### src/core/ccs_pkg.sv
// Constants, offsets and operation codes of the context shadow bank.
package ccs_pkg;

	// -------------------------------------------------------------
	// Widths
	// -------------------------------------------------------------
	localparam int ADDR_W = 13;
	localparam int DATA_W = 8;
	localparam int BANK_W = 6;
	localparam int PCH_W  = 7;
	localparam int PTR_W  = 16;
	localparam int FLAG_W = 5;

	// -------------------------------------------------------------
	// Register byte offsets
	// -------------------------------------------------------------
	localparam logic [ADDR_W-1:0] OFS_FLAGS   = 13'h1FE4;
	localparam logic [ADDR_W-1:0] OFS_WORK    = 13'h1FE5;
	localparam logic [ADDR_W-1:0] OFS_BANK    = 13'h1FE6;
	localparam logic [ADDR_W-1:0] OFS_PCH     = 13'h1FE7;
	localparam logic [ADDR_W-1:0] OFS_PTR0_LO = 13'h1FE8;
	localparam logic [ADDR_W-1:0] OFS_PTR0_HI = 13'h1FE9;
	localparam logic [ADDR_W-1:0] OFS_PTR1_LO = 13'h1FEA;
	localparam logic [ADDR_W-1:0] OFS_PTR1_HI = 13'h1FEB;

	// -------------------------------------------------------------
	// Field positions in the flags shadow
	// -------------------------------------------------------------
	localparam int FLAG_TO_BIT = 4;
	localparam int FLAG_PD_BIT = 3;
	localparam int FLAG_Z_BIT  = 2;
	localparam int FLAG_DC_BIT = 1;
	localparam int FLAG_C_BIT  = 0;

	// -------------------------------------------------------------
	// Values after power-on reset
	// -------------------------------------------------------------
	localparam logic              TO_POR    = 1'b1;
	localparam logic              PD_POR    = 1'b1;
	localparam logic              ARITH_POR = 1'b0;
	localparam logic [DATA_W-1:0] WORK_POR  = 8'h00;
	localparam logic [BANK_W-1:0] BANK_POR  = 6'h00;
	localparam logic [PCH_W-1:0]  PCH_POR   = 7'h00;
	localparam logic [PTR_W-1:0]  PTR_POR   = 16'h0000;
	localparam logic [DATA_W-1:0] RDATA_POR = 8'h00;

	// -------------------------------------------------------------
	// Operations whose flags the bank tracks
	// -------------------------------------------------------------
	typedef enum logic [2:0] {
		CCS_OP_ADD  = 3'h0,
		CCS_OP_SUB  = 3'h1,
		CCS_OP_AND  = 3'h2,
		CCS_OP_OR   = 3'h3,
		CCS_OP_XOR  = 3'h4,
		CCS_OP_ROTL = 3'h5,
		CCS_OP_ROTR = 3'h6,
		CCS_OP_NONE = 3'h7
	} ccs_op_t;

endpackage : ccs_pkg

### src/core/ccs_alu_if.sv
// Link between the shadow bank and its flag computation unit.
`timescale 1ns/1ps
`default_nettype none
interface ccs_alu_if;
	ccs_pkg::ccs_op_t                  op_kind;
	logic [ccs_pkg::DATA_W-1:0]        a;
	logic [ccs_pkg::DATA_W-1:0]        b;
	logic                              carry_in;
	logic [ccs_pkg::DATA_W-1:0]        result;
	logic                              z;
	logic                              dc;
	logic                              c;
	logic                              upd_z;
	logic                              upd_dc;
	logic                              upd_c;

	modport bank (
		output op_kind, a, b, carry_in,
		input  result, z, dc, c, upd_z, upd_dc, upd_c
	);
	modport unit (
		input  op_kind, a, b, carry_in,
		output result, z, dc, c, upd_z, upd_dc, upd_c
	);
endinterface : ccs_alu_if
`default_nettype wire

### src/core/ccs_shadow_bank.sv
// Shadow copies of the core context registers with their register port.
//
// How it works
// (RULE1) Timeout flag set on power-up, watchdog clear, sleep
// (RULE2) Timeout flag cleared by watchdog time-out
// (RULE3) Power-down flag: sleep clears, power-up/clear sets
// (RULE4) Zero flag follows zero result of operation
// (RULE5) Digit carry from bit three on add/sub
// (RULE6) Carry from top bit on add/sub
// (RULE7) Subtract carries mean no borrow when set
// (RULE8) Subtract adds two's complement of second operand
// (RULE9) Rotates load carry with bit shifted out
// (RULE10) Power-on reset leaves contents arbitrary; others untouched; here every RST_B reset loads the zero POR values
// (RULE11) Bank select shadow holds six bits 5:0
// (RULE12) Program counter high shadow holds seven bits
// (RULE13) Two sixteen-bit indirect pointer shadows
// (RULE14) Each pointer reachable as high and low byte
// (RULE15) Timeout and power-down flags ignore writes
// (RULE16) Save on interrupt entry, restore on return
//
// The implementer's own choice: strobed register access.
`timescale 1ns/1ps
`default_nettype none
module ccs_shadow_bank (
	input  wire logic                          CLK_SYS,
	input  wire logic                          RST_B,
	// Register port
	input  wire logic [ccs_pkg::ADDR_W-1:0]    REG_ADDR,
	input  wire logic [ccs_pkg::DATA_W-1:0]    REG_WDATA,
	input  wire logic                          REG_WR,
	input  wire logic                          REG_RD,
	output logic      [ccs_pkg::DATA_W-1:0]    REG_RDATA,
	// Power management events from the core
	input  wire logic                          WDT_CLEAR_EXEC,
	input  wire logic                          SLEEP_EXEC,
	input  wire logic                          WDT_TIMEOUT,
	// Operation whose flags are tracked
	input  wire logic                          OP_VALID,
	input  wire logic [2:0]                    OP_KIND,
	input  wire logic [ccs_pkg::DATA_W-1:0]    OP_A,
	input  wire logic [ccs_pkg::DATA_W-1:0]    OP_B,
	output logic      [ccs_pkg::DATA_W-1:0]    OP_RESULT,
	output logic                               OP_DONE,
	// Context save and restore
	input  wire logic                          CTX_SAVE,
	input  wire logic                          CTX_RESTORE,
	input  wire logic [2:0]                    LIVE_FLAGS,
	input  wire logic [ccs_pkg::DATA_W-1:0]    LIVE_WORK,
	input  wire logic [ccs_pkg::BANK_W-1:0]    LIVE_BANK,
	input  wire logic [ccs_pkg::PCH_W-1:0]     LIVE_PCH,
	input  wire logic [ccs_pkg::PTR_W-1:0]     LIVE_PTR0,
	input  wire logic [ccs_pkg::PTR_W-1:0]     LIVE_PTR1,
	output logic      [ccs_pkg::FLAG_W-1:0]    SHD_FLAGS,
	output logic      [ccs_pkg::DATA_W-1:0]    SHD_WORK,
	output logic      [ccs_pkg::BANK_W-1:0]    SHD_BANK,
	output logic      [ccs_pkg::PCH_W-1:0]     SHD_PCH,
	output logic      [ccs_pkg::PTR_W-1:0]     SHD_PTR0,
	output logic      [ccs_pkg::PTR_W-1:0]     SHD_PTR1,
	output logic                               RESTORE_STB
);

	// -------------------------------------------------------------
	// Reset release
	// -------------------------------------------------------------
	logic rst_meta_reg;
	logic rst_sync_reg;
	logic rst_n;

	// Assert at once, release two edges later to avoid recovery races
	always_ff @(posedge CLK_SYS or negedge RST_B) begin
		if (!RST_B) begin
			rst_meta_reg <= 1'b0;
			rst_sync_reg <= 1'b0;
		end else begin
			rst_meta_reg <= 1'b1;
			rst_sync_reg <= rst_meta_reg;
		end
	end

	assign rst_n = rst_sync_reg;

	// -------------------------------------------------------------
	// Shadow storage
	// -------------------------------------------------------------
	logic                         to_reg;
	logic                         pd_reg;
	logic                         z_reg;
	logic                         dc_reg;
	logic                         c_reg;
	logic [ccs_pkg::DATA_W-1:0]   work_reg;
	logic [ccs_pkg::BANK_W-1:0]   bank_reg;
	logic [ccs_pkg::PCH_W-1:0]    pch_reg;
	logic [ccs_pkg::PTR_W-1:0]    ptr_reg [2];
	logic [ccs_pkg::DATA_W-1:0]   rdata_next;

	// -------------------------------------------------------------
	// Address decode
	// -------------------------------------------------------------
	logic wr_flags;
	logic wr_work;
	logic wr_bank;
	logic wr_pch;
	logic [1:0] wr_ptr_lo;
	logic [1:0] wr_ptr_hi;

	// One strobe per byte; pointers decode to their two bytes
	assign wr_flags     = REG_WR && (REG_ADDR == ccs_pkg::OFS_FLAGS);
	assign wr_work      = REG_WR && (REG_ADDR == ccs_pkg::OFS_WORK);
	assign wr_bank      = REG_WR && (REG_ADDR == ccs_pkg::OFS_BANK);
	assign wr_pch       = REG_WR && (REG_ADDR == ccs_pkg::OFS_PCH);
	assign wr_ptr_lo[0] = REG_WR && (REG_ADDR == ccs_pkg::OFS_PTR0_LO);
	assign wr_ptr_hi[0] = REG_WR && (REG_ADDR == ccs_pkg::OFS_PTR0_HI);
	assign wr_ptr_lo[1] = REG_WR && (REG_ADDR == ccs_pkg::OFS_PTR1_LO);
	assign wr_ptr_hi[1] = REG_WR && (REG_ADDR == ccs_pkg::OFS_PTR1_HI);

	// -------------------------------------------------------------
	// Flag computation
	// -------------------------------------------------------------
	ccs_alu_if alu ();
	logic op_go;

	// Unknown codes behave as no operation so no flag moves
	assign op_go       = OP_VALID && (OP_KIND != 3'h7);
	assign alu.op_kind = op_go ? ccs_pkg::ccs_op_t'(OP_KIND)
		: ccs_pkg::CCS_OP_NONE;
	assign alu.a        = OP_A;
	assign alu.b        = OP_B;
	assign alu.carry_in = c_reg; // RULE9

	ccs_flag_unit u_flag_unit (
		.alu (alu.unit)
	);

	// Result of each operation, registered for the core
	always_ff @(posedge CLK_SYS or negedge rst_n) begin
		if (!rst_n) begin
			OP_RESULT <= ccs_pkg::RDATA_POR;
			OP_DONE   <= 1'b0;
		end else begin
			OP_DONE <= op_go;
			if (op_go) begin
				OP_RESULT <= alu.result;
			end
		end
	end

	// -------------------------------------------------------------
	// Power management flags
	// -------------------------------------------------------------
	// Watchdog timeout flag: set events win over a same-cycle time-out,
	// so a clear or sleep in that cycle leaves the flag high.
	always_ff @(posedge CLK_SYS or negedge rst_n) begin
		if (!rst_n) begin
			to_reg <= ccs_pkg::TO_POR; // RULE1
		end else if (WDT_CLEAR_EXEC || SLEEP_EXEC) begin
			to_reg <= 1'b1; // RULE1
		end else if (WDT_TIMEOUT) begin
			to_reg <= 1'b0; // RULE2
		end
	end

	// Power-down flag: the watchdog clear is the set and wins over sleep
	always_ff @(posedge CLK_SYS or negedge rst_n) begin
		if (!rst_n) begin
			pd_reg <= ccs_pkg::PD_POR; // RULE3
		end else if (WDT_CLEAR_EXEC) begin
			pd_reg <= 1'b1; // RULE3
		end else if (SLEEP_EXEC) begin
			pd_reg <= 1'b0; // RULE3
		end
	end

	// -------------------------------------------------------------
	// Arithmetic flags
	// -------------------------------------------------------------
	// Save beats an operation, which beats a software write; the save
	// must capture the interrupted context exactly.
	always_ff @(posedge CLK_SYS or negedge rst_n) begin
		if (!rst_n) begin
			z_reg  <= ccs_pkg::ARITH_POR; // RULE10
			dc_reg <= ccs_pkg::ARITH_POR;
			c_reg  <= ccs_pkg::ARITH_POR;
		end else if (CTX_SAVE) begin
			z_reg  <= LIVE_FLAGS[ccs_pkg::FLAG_Z_BIT]; // RULE16
			dc_reg <= LIVE_FLAGS[ccs_pkg::FLAG_DC_BIT];
			c_reg  <= LIVE_FLAGS[ccs_pkg::FLAG_C_BIT];
		end else if (op_go) begin
			if (alu.upd_z) begin
				z_reg <= alu.z; // RULE4
			end
			if (alu.upd_dc) begin
				dc_reg <= alu.dc; // RULE5
			end
			if (alu.upd_c) begin
				c_reg <= alu.c; // RULE6 RULE9
			end
		end else if (wr_flags) begin
			// Only the three arithmetic bits take the write
			z_reg  <= REG_WDATA[ccs_pkg::FLAG_Z_BIT]; // RULE15
			dc_reg <= REG_WDATA[ccs_pkg::FLAG_DC_BIT];
			c_reg  <= REG_WDATA[ccs_pkg::FLAG_C_BIT];
		end
	end

	// -------------------------------------------------------------
	// Working, bank select and program counter high shadows
	// -------------------------------------------------------------
	// Contents are loaded with their POR values by every reset on RST_B
	always_ff @(posedge CLK_SYS or negedge rst_n) begin
		if (!rst_n) begin
			work_reg <= ccs_pkg::WORK_POR; // RULE10
		end else if (CTX_SAVE) begin
			work_reg <= LIVE_WORK; // RULE16
		end else if (wr_work) begin
			work_reg <= REG_WDATA;
		end
	end

	// Upper two write bits are dropped, they read back as zero
	always_ff @(posedge CLK_SYS or negedge rst_n) begin
		if (!rst_n) begin
			bank_reg <= ccs_pkg::BANK_POR; // RULE10
		end else if (CTX_SAVE) begin
			bank_reg <= LIVE_BANK; // RULE16
		end else if (wr_bank) begin
			bank_reg <= REG_WDATA[ccs_pkg::BANK_W-1:0]; // RULE11
		end
	end

	// Seven-bit latch, bit 7 of a write is dropped
	always_ff @(posedge CLK_SYS or negedge rst_n) begin
		if (!rst_n) begin
			pch_reg <= ccs_pkg::PCH_POR; // RULE10
		end else if (CTX_SAVE) begin
			pch_reg <= LIVE_PCH; // RULE16
		end else if (wr_pch) begin
			pch_reg <= REG_WDATA[ccs_pkg::PCH_W-1:0]; // RULE12
		end
	end

	// -------------------------------------------------------------
	// Indirect pointer shadows
	// -------------------------------------------------------------
	logic [ccs_pkg::PTR_W-1:0] live_ptr [2];

	assign live_ptr[0] = LIVE_PTR0;
	assign live_ptr[1] = LIVE_PTR1;

	// Bytes are written independently; no pairing latch is needed
	generate
		for (genvar i = 0; i < 2; i++) begin : g_ptr
			always_ff @(posedge CLK_SYS or negedge rst_n) begin
				if (!rst_n) begin
					ptr_reg[i] <= ccs_pkg::PTR_POR; // RULE10
				end else if (CTX_SAVE) begin
					ptr_reg[i] <= live_ptr[i]; // RULE13 RULE16
				end else begin
					if (wr_ptr_lo[i]) begin
						ptr_reg[i][7:0] <= REG_WDATA; // RULE14
					end
					if (wr_ptr_hi[i]) begin
						ptr_reg[i][15:8] <= REG_WDATA; // RULE14
					end
				end
			end
		end
	endgenerate

	// -------------------------------------------------------------
	// Read path
	// -------------------------------------------------------------
	// Unused bits and unmapped addresses read as zero
	always_comb begin
		rdata_next = '0;
		unique case (REG_ADDR)
			ccs_pkg::OFS_FLAGS: begin
				rdata_next[ccs_pkg::FLAG_TO_BIT] = to_reg;
				rdata_next[ccs_pkg::FLAG_PD_BIT] = pd_reg;
				rdata_next[ccs_pkg::FLAG_Z_BIT]  = z_reg;
				rdata_next[ccs_pkg::FLAG_DC_BIT] = dc_reg;
				rdata_next[ccs_pkg::FLAG_C_BIT]  = c_reg;
			end
			ccs_pkg::OFS_WORK: begin
				rdata_next = work_reg;
			end
			ccs_pkg::OFS_BANK: begin
				rdata_next = {2'b00, bank_reg}; // RULE11
			end
			ccs_pkg::OFS_PCH: begin
				rdata_next = {1'b0, pch_reg}; // RULE12
			end
			ccs_pkg::OFS_PTR0_LO: begin
				rdata_next = ptr_reg[0][7:0]; // RULE14
			end
			ccs_pkg::OFS_PTR0_HI: begin
				rdata_next = ptr_reg[0][15:8]; // RULE14
			end
			ccs_pkg::OFS_PTR1_LO: begin
				rdata_next = ptr_reg[1][7:0];
			end
			ccs_pkg::OFS_PTR1_HI: begin
				rdata_next = ptr_reg[1][15:8];
			end
			default: begin
				rdata_next = '0;
			end
		endcase
	end

	// Data stand only in the cycle after the read strobe
	always_ff @(posedge CLK_SYS or negedge rst_n) begin
		if (!rst_n) begin
			REG_RDATA <= ccs_pkg::RDATA_POR;
		end else if (REG_RD) begin
			REG_RDATA <= rdata_next;
		end else begin
			REG_RDATA <= ccs_pkg::RDATA_POR;
		end
	end

	// -------------------------------------------------------------
	// Restore path to the core
	// -------------------------------------------------------------
	// Shadow values are mirrored in flops so the core can reload them
	// on the cycle after the restore strobe.
	always_ff @(posedge CLK_SYS or negedge rst_n) begin
		if (!rst_n) begin
			SHD_FLAGS   <= '0;
			SHD_WORK    <= ccs_pkg::WORK_POR;
			SHD_BANK    <= ccs_pkg::BANK_POR;
			SHD_PCH     <= ccs_pkg::PCH_POR;
			SHD_PTR0    <= ccs_pkg::PTR_POR;
			SHD_PTR1    <= ccs_pkg::PTR_POR;
			RESTORE_STB <= 1'b0;
		end else begin
			RESTORE_STB <= CTX_RESTORE; // RULE16
			if (CTX_RESTORE) begin
				SHD_FLAGS <= {to_reg, pd_reg, z_reg, dc_reg, c_reg};
				SHD_WORK  <= work_reg; // RULE16
				SHD_BANK  <= bank_reg;
				SHD_PCH   <= pch_reg;
				SHD_PTR0  <= ptr_reg[0]; // RULE13
				SHD_PTR1  <= ptr_reg[1]; // RULE13
			end
		end
	end

endmodule : ccs_shadow_bank
`default_nettype wire

### src/core/ccs_flag_unit.sv
// Result and flag computation for add, subtract, logic and rotate.
`timescale 1ns/1ps
`default_nettype none
module ccs_flag_unit (
	ccs_alu_if.unit alu
);
	localparam int W = ccs_pkg::DATA_W;

	// -------------------------------------------------------------
	// Adder shared by add and subtract
	// -------------------------------------------------------------
	logic         is_sub;
	logic [W-1:0] b_eff;
	logic [W:0]   sum_full;
	logic [4:0]   sum_low;

	// Subtract reuses the adder with the inverted operand and a carry in
	assign is_sub   = (alu.op_kind == ccs_pkg::CCS_OP_SUB);
	assign b_eff    = is_sub ? ~alu.b : alu.b; // RULE8
	assign sum_full = {1'b0, alu.a} + {1'b0, b_eff}
		+ {{W{1'b0}}, is_sub}; // RULE8
	assign sum_low  = {1'b0, alu.a[3:0]} + {1'b0, b_eff[3:0]}
		+ {4'h0, is_sub};

	// -------------------------------------------------------------
	// Result and flag selection
	// -------------------------------------------------------------
	// Borrow flags fall out inverted because the adder carries out
	// exactly when no borrow happened; no extra inversion is needed.
	always_comb begin
		alu.result = '0;
		alu.dc     = 1'b0;
		alu.c      = 1'b0;
		alu.upd_z  = 1'b0;
		alu.upd_dc = 1'b0;
		alu.upd_c  = 1'b0;
		unique case (alu.op_kind)
			ccs_pkg::CCS_OP_ADD, ccs_pkg::CCS_OP_SUB: begin
				alu.result = sum_full[W-1:0];
				alu.dc     = sum_low[4]; // RULE5 RULE7
				alu.c      = sum_full[W]; // RULE6 RULE7
				alu.upd_z  = 1'b1;
				alu.upd_dc = 1'b1;
				alu.upd_c  = 1'b1;
			end
			ccs_pkg::CCS_OP_AND: begin
				alu.result = alu.a & alu.b;
				alu.upd_z  = 1'b1;
			end
			ccs_pkg::CCS_OP_OR: begin
				alu.result = alu.a | alu.b;
				alu.upd_z  = 1'b1;
			end
			ccs_pkg::CCS_OP_XOR: begin
				alu.result = alu.a ^ alu.b;
				alu.upd_z  = 1'b1;
			end
			ccs_pkg::CCS_OP_ROTL: begin
				alu.result = {alu.a[W-2:0], alu.carry_in};
				alu.c      = alu.a[W-1]; // RULE9
				alu.upd_c  = 1'b1;
			end
			ccs_pkg::CCS_OP_ROTR: begin
				alu.result = {alu.carry_in, alu.a[W-1:1]};
				alu.c      = alu.a[0]; // RULE9
				alu.upd_c  = 1'b1;
			end
			ccs_pkg::CCS_OP_NONE: begin
				alu.result = '0;
			end
		endcase
	end

	// Zero test on whatever result was selected
	assign alu.z = (alu.result == '0); // RULE4

endmodule : ccs_flag_unit
`default_nettype wire

### config.mk
export PLATFORM = sky130hd
export DESIGN_NAME = ccs_shadow_bank
export DESIGN_NICKNAME = d
export VERILOG_FILES = /design/src/core/ccs_pkg.sv /design/src/core/ccs_alu_if.sv /design/src/core/ccs_shadow_bank.sv /design/src/core/ccs_flag_unit.sv
export SDC_FILE = /design/constraint.sdc
export NUM_CORES = 1
export LEC_CHECK = 0
export ABC_AREA = 1
export BUFFER_PORTS_ARGS = -buffer_cell sky130_fd_sc_hd__buf_4
export CORE_ASPECT_RATIO = 1.5
export CORE_MARGIN = 5
export CORE_UTILIZATION = 58
export CTS_CLUSTER_DIAMETER = 60
export DETAILED_ROUTE_END_ITERATION = 6
export HOLD_SLACK_MARGIN = 0.03
export PLACE_DENSITY_LB_ADDON = 0.08
export SYNTH_ARGS = -nofsm -noshare
export SYNTH_HDL_FRONTEND = slang
export SYNTH_SLANG_ARGS = --single-unit
### constraint.sdc
create_clock -name CLK_SYS -period 11 [get_ports CLK_SYS]
set_input_delay 1.65 -clock CLK_SYS [delete_from_list [all_inputs] [get_ports CLK_SYS]]
set_output_delay 1.65 -clock CLK_SYS [all_outputs]
set_load 0.01 [all_outputs]
==> metrics.md <==
| Metric | Value |
|---|---|
| Status | finished, violations left |
| Failing checks | DRC |
| Global-route wire length before repair | ~39 mm |
| H-tree lvl count | 4 |
| Syn. warnings | 0 |
| Post-route ant nets | 0 |
| Grt total ovfl | 0 |
| Starting Density | between 50% and 60% |
| Vias in the first global route | around 7.3k |
| Util after Layout | between 70% and 80% |
| Largest net degree at the start of global routing | 111 |
| Clk buf depth | 2 |
| Num Clock Sinks | between 100 and 150 |
| Die width | 101 µm |
| Sequential fraction of the synthesis area | between 40% and 50% |
| Layout cells sized above 1 | 25.1% |
| Routed via count | between 7k and 8k |
| Worst Path Arrival | approximately 4000 ps |
| EDFF count, synth | 0 |
| Synthesis-stage register bit count | 136 |
| Max Clock Freq | ~270 MHz |
| Ratio of final minimum period to clock period | about a third |
| Dpl cells | approximately 1.2k |
| Synth top area share | a little under half |
| Ranking of synthesized cells by area | dfrtp_1 47%, a21oi_1 6.6%, inv_1 6.1% |
| DRC viols | 2 |
| Cells after synthesis | 854 |
| Worst setup path startpoint | CTX_SAVE |
| Initial antenna violation count | 0 |
| Final hold violation count | 0 |
| Cell taking the most area after synthesis | dfrtp_1 |
| Mapped Avg Cell Area | 8.38 µm² |
| Drt first pass iters | 7 |
| Worst EP required | between 10000 and 15000 ps |
| Setup violations, final | 0 |
| Clk slew on worst S/H paths | ~60 ps |
| Worst slew margin | around 30% |
| Dpl hpwl | 18.5 mm |
| Die Area | 14700 µm² |
| Clock Skews | between 10 and 15 ps |
| Pleak | around 0.0046 µW |
| Die Ht | 146 µm |
| Hold path depth | 0 |
| Post-Syn Nets | a little under 1k |
| Worst setup margin | roughly 7200 ps |
| I/O pin cnt | ~180 |
| Setup tns final | 0 ps |
| I/O Buffers | about 180 |
| Worst flop-to-flop path endpoint | pch_reg[6] |
| CTS buffer count | 17 |
| Fin crit period | approximately 3800 ps |
| WL/cell | about 22 µm |
| Hold Crit Class | register to register |
| Post-Route WL | 25.7 mm |
| VDD IR max | around 120 µV |
| Clock root cell | clkbuf_16 |
| CP Capture Type | register |
| Unrepaired setup endpoints after global routing | false |
| Max FFs per register | 32 |
| Setup CP Type | primary input to register |
| Total Nets Final | around 1.2k |
| Core footprint | between 10000 and 15000 µm² |
| Cell Count, Final, Fillers Out | about 1.2k |
| Post-CTS sizing | 0 |
| Crit start category | primary input |
| Hold path start | rst_meta_reg |
| DR iter-0 viols | 684 |
| Hold EP | rst_n |
| CP max FO | 59 |
| Reg-to-Reg Start | rst_n |
| Layout area overhead | 28.5% |
| Slew @ Worst Pin | 1050 ps |
| Overall Global Routing Usage | a little over a third |
| Leading cell types in the layout, fill and taps excluded | 182 x buf_4, 133 x dfrtp_1, 117 x inv_1, 113 x nor2_1, 105 x nand2_1 |
| Worst slack at placement | 6980 ps |
| Slew Limit Fails | 0 |
| Routed vias/inst | roughly 6.0 |
| R2R depth | 1 |
| Commonest non-fill, non-tap cell in the layout | buf_4 |
| Cts hold-fix bufs | 0 |
| Mapped Area | 7150 µm² |
| Max Cap Viol | 0 |
| Ys flop type | dfrtp_1 |
| Post CTS Setup Buffer Count | 0 |
| CTS tree | built |
| Asr flop ratio synth | 100% |
| Later-pin clock latency in the skew report | roughly 420 ps |
| Worst R2R Setup Slack | approximately 9000 ps |
| Rows | ~50 |
| Final hold slack | 362 ps |
| # diodes | 0 |
| Routability cong. | 0.908 |
| Synth cell types | 50 |
| PwrDens | about 160 nW/µm² |
synthesized netlist by cell type, types with 5 or more instances:
master and instances:
inv_2 5, o21ai_0 41, nand2_1 105, o21ai_2 5, nor2_2 5, buf_2 5, a32oi_1 11, mux2_2 7
a31oi_1 12, nand3_2 5, nand3_1 26, dfrtp_1 134, a22oi_1 16, o21ai_1 5, nand2_2 7, o22ai_1 22
a21oi_1 95, nor2_1 113, inv_1 117, clkbuf_1 18, xor2_1 9, nor3_1 15, ha_1 24, nand4_1 10
kinds of logic (layout without fill, tap and decap cells):
group,count (synthesis),in the layout,synth area share [%]
xor gates and xnor gates,9,9,1.10
AOI/OAI and AO/OA,223,223,18.3
buffers and inverters,156,339,8.78
and+or+nand+nor,297,297,18.6
muxes,7,7,1.10
other,1,1,0.0524
adders and majority gates,25,25,4.48
DFF,136,136,47.6
metrics by stage:
| step | cell area (µm²) | total power, µW |
|---|---|---|
| after global routing | 9190 | 1530 |
| after CTS | 9190 | 1470 |
| final | 9190 | 1480 |
| after global placement | 8560 | 856 |
| after floorplan | 7150 | 726 |
| after detailed placement | 8560 | 862 |
worst max path at each step:
stage | endpoint | slack, ps | cells past startpoint
finish | work_reg[2] | 7230 | 6
global route | work_reg[2] | 7100 | 6
CTS | work_reg[2] | 7380 | 6
detailed placement | z_reg | 6980 | 12
global placement | z_reg | 7050 | 12
floorplan | OP_DONE | 6930 | 0
area by class of cell:
type,instances,area [µm²]
Multi-Input combinational cell,562,3120
Tap cell,153,191
Clock inverter,13,191
Sequential cell,136,3410
Fill cell,812,2820
Timing Repair Buffer,182,1370
Clock buffer,19,443
Inverter,125,472
worst max-delay path, stage by stage:
cell      delay, ps
buf_4           510
clkinv_1        760
nand2_1         420
inv_1           250
a22oi_1         270
o21ai_0         140
metal layers:
| layer | global-route usage, % | wire (µm) | part of all wire, % |
|---|---|---|---|
| met5 | 0 | 0 | 0 |
| met4 | 24.7 | 2180 | 8.5 |
| met3 | 8.50 | 2290 | 8.9 |
| met2 | 60.9 | 13200 | 51 |
| met1 | 34.8 | 7980 | 31 |
power by group:
group / switching (µW) / internal (µW) / leakage, µW
logic: 156 / 113 / 0.00272
clock network: 230 / 388 / 0.000301
registers: 37.8 / 555 / 0.00159
total: 424 / 1060 / 0.00461
Note: power is estimated with default switching activity, not from simulation.
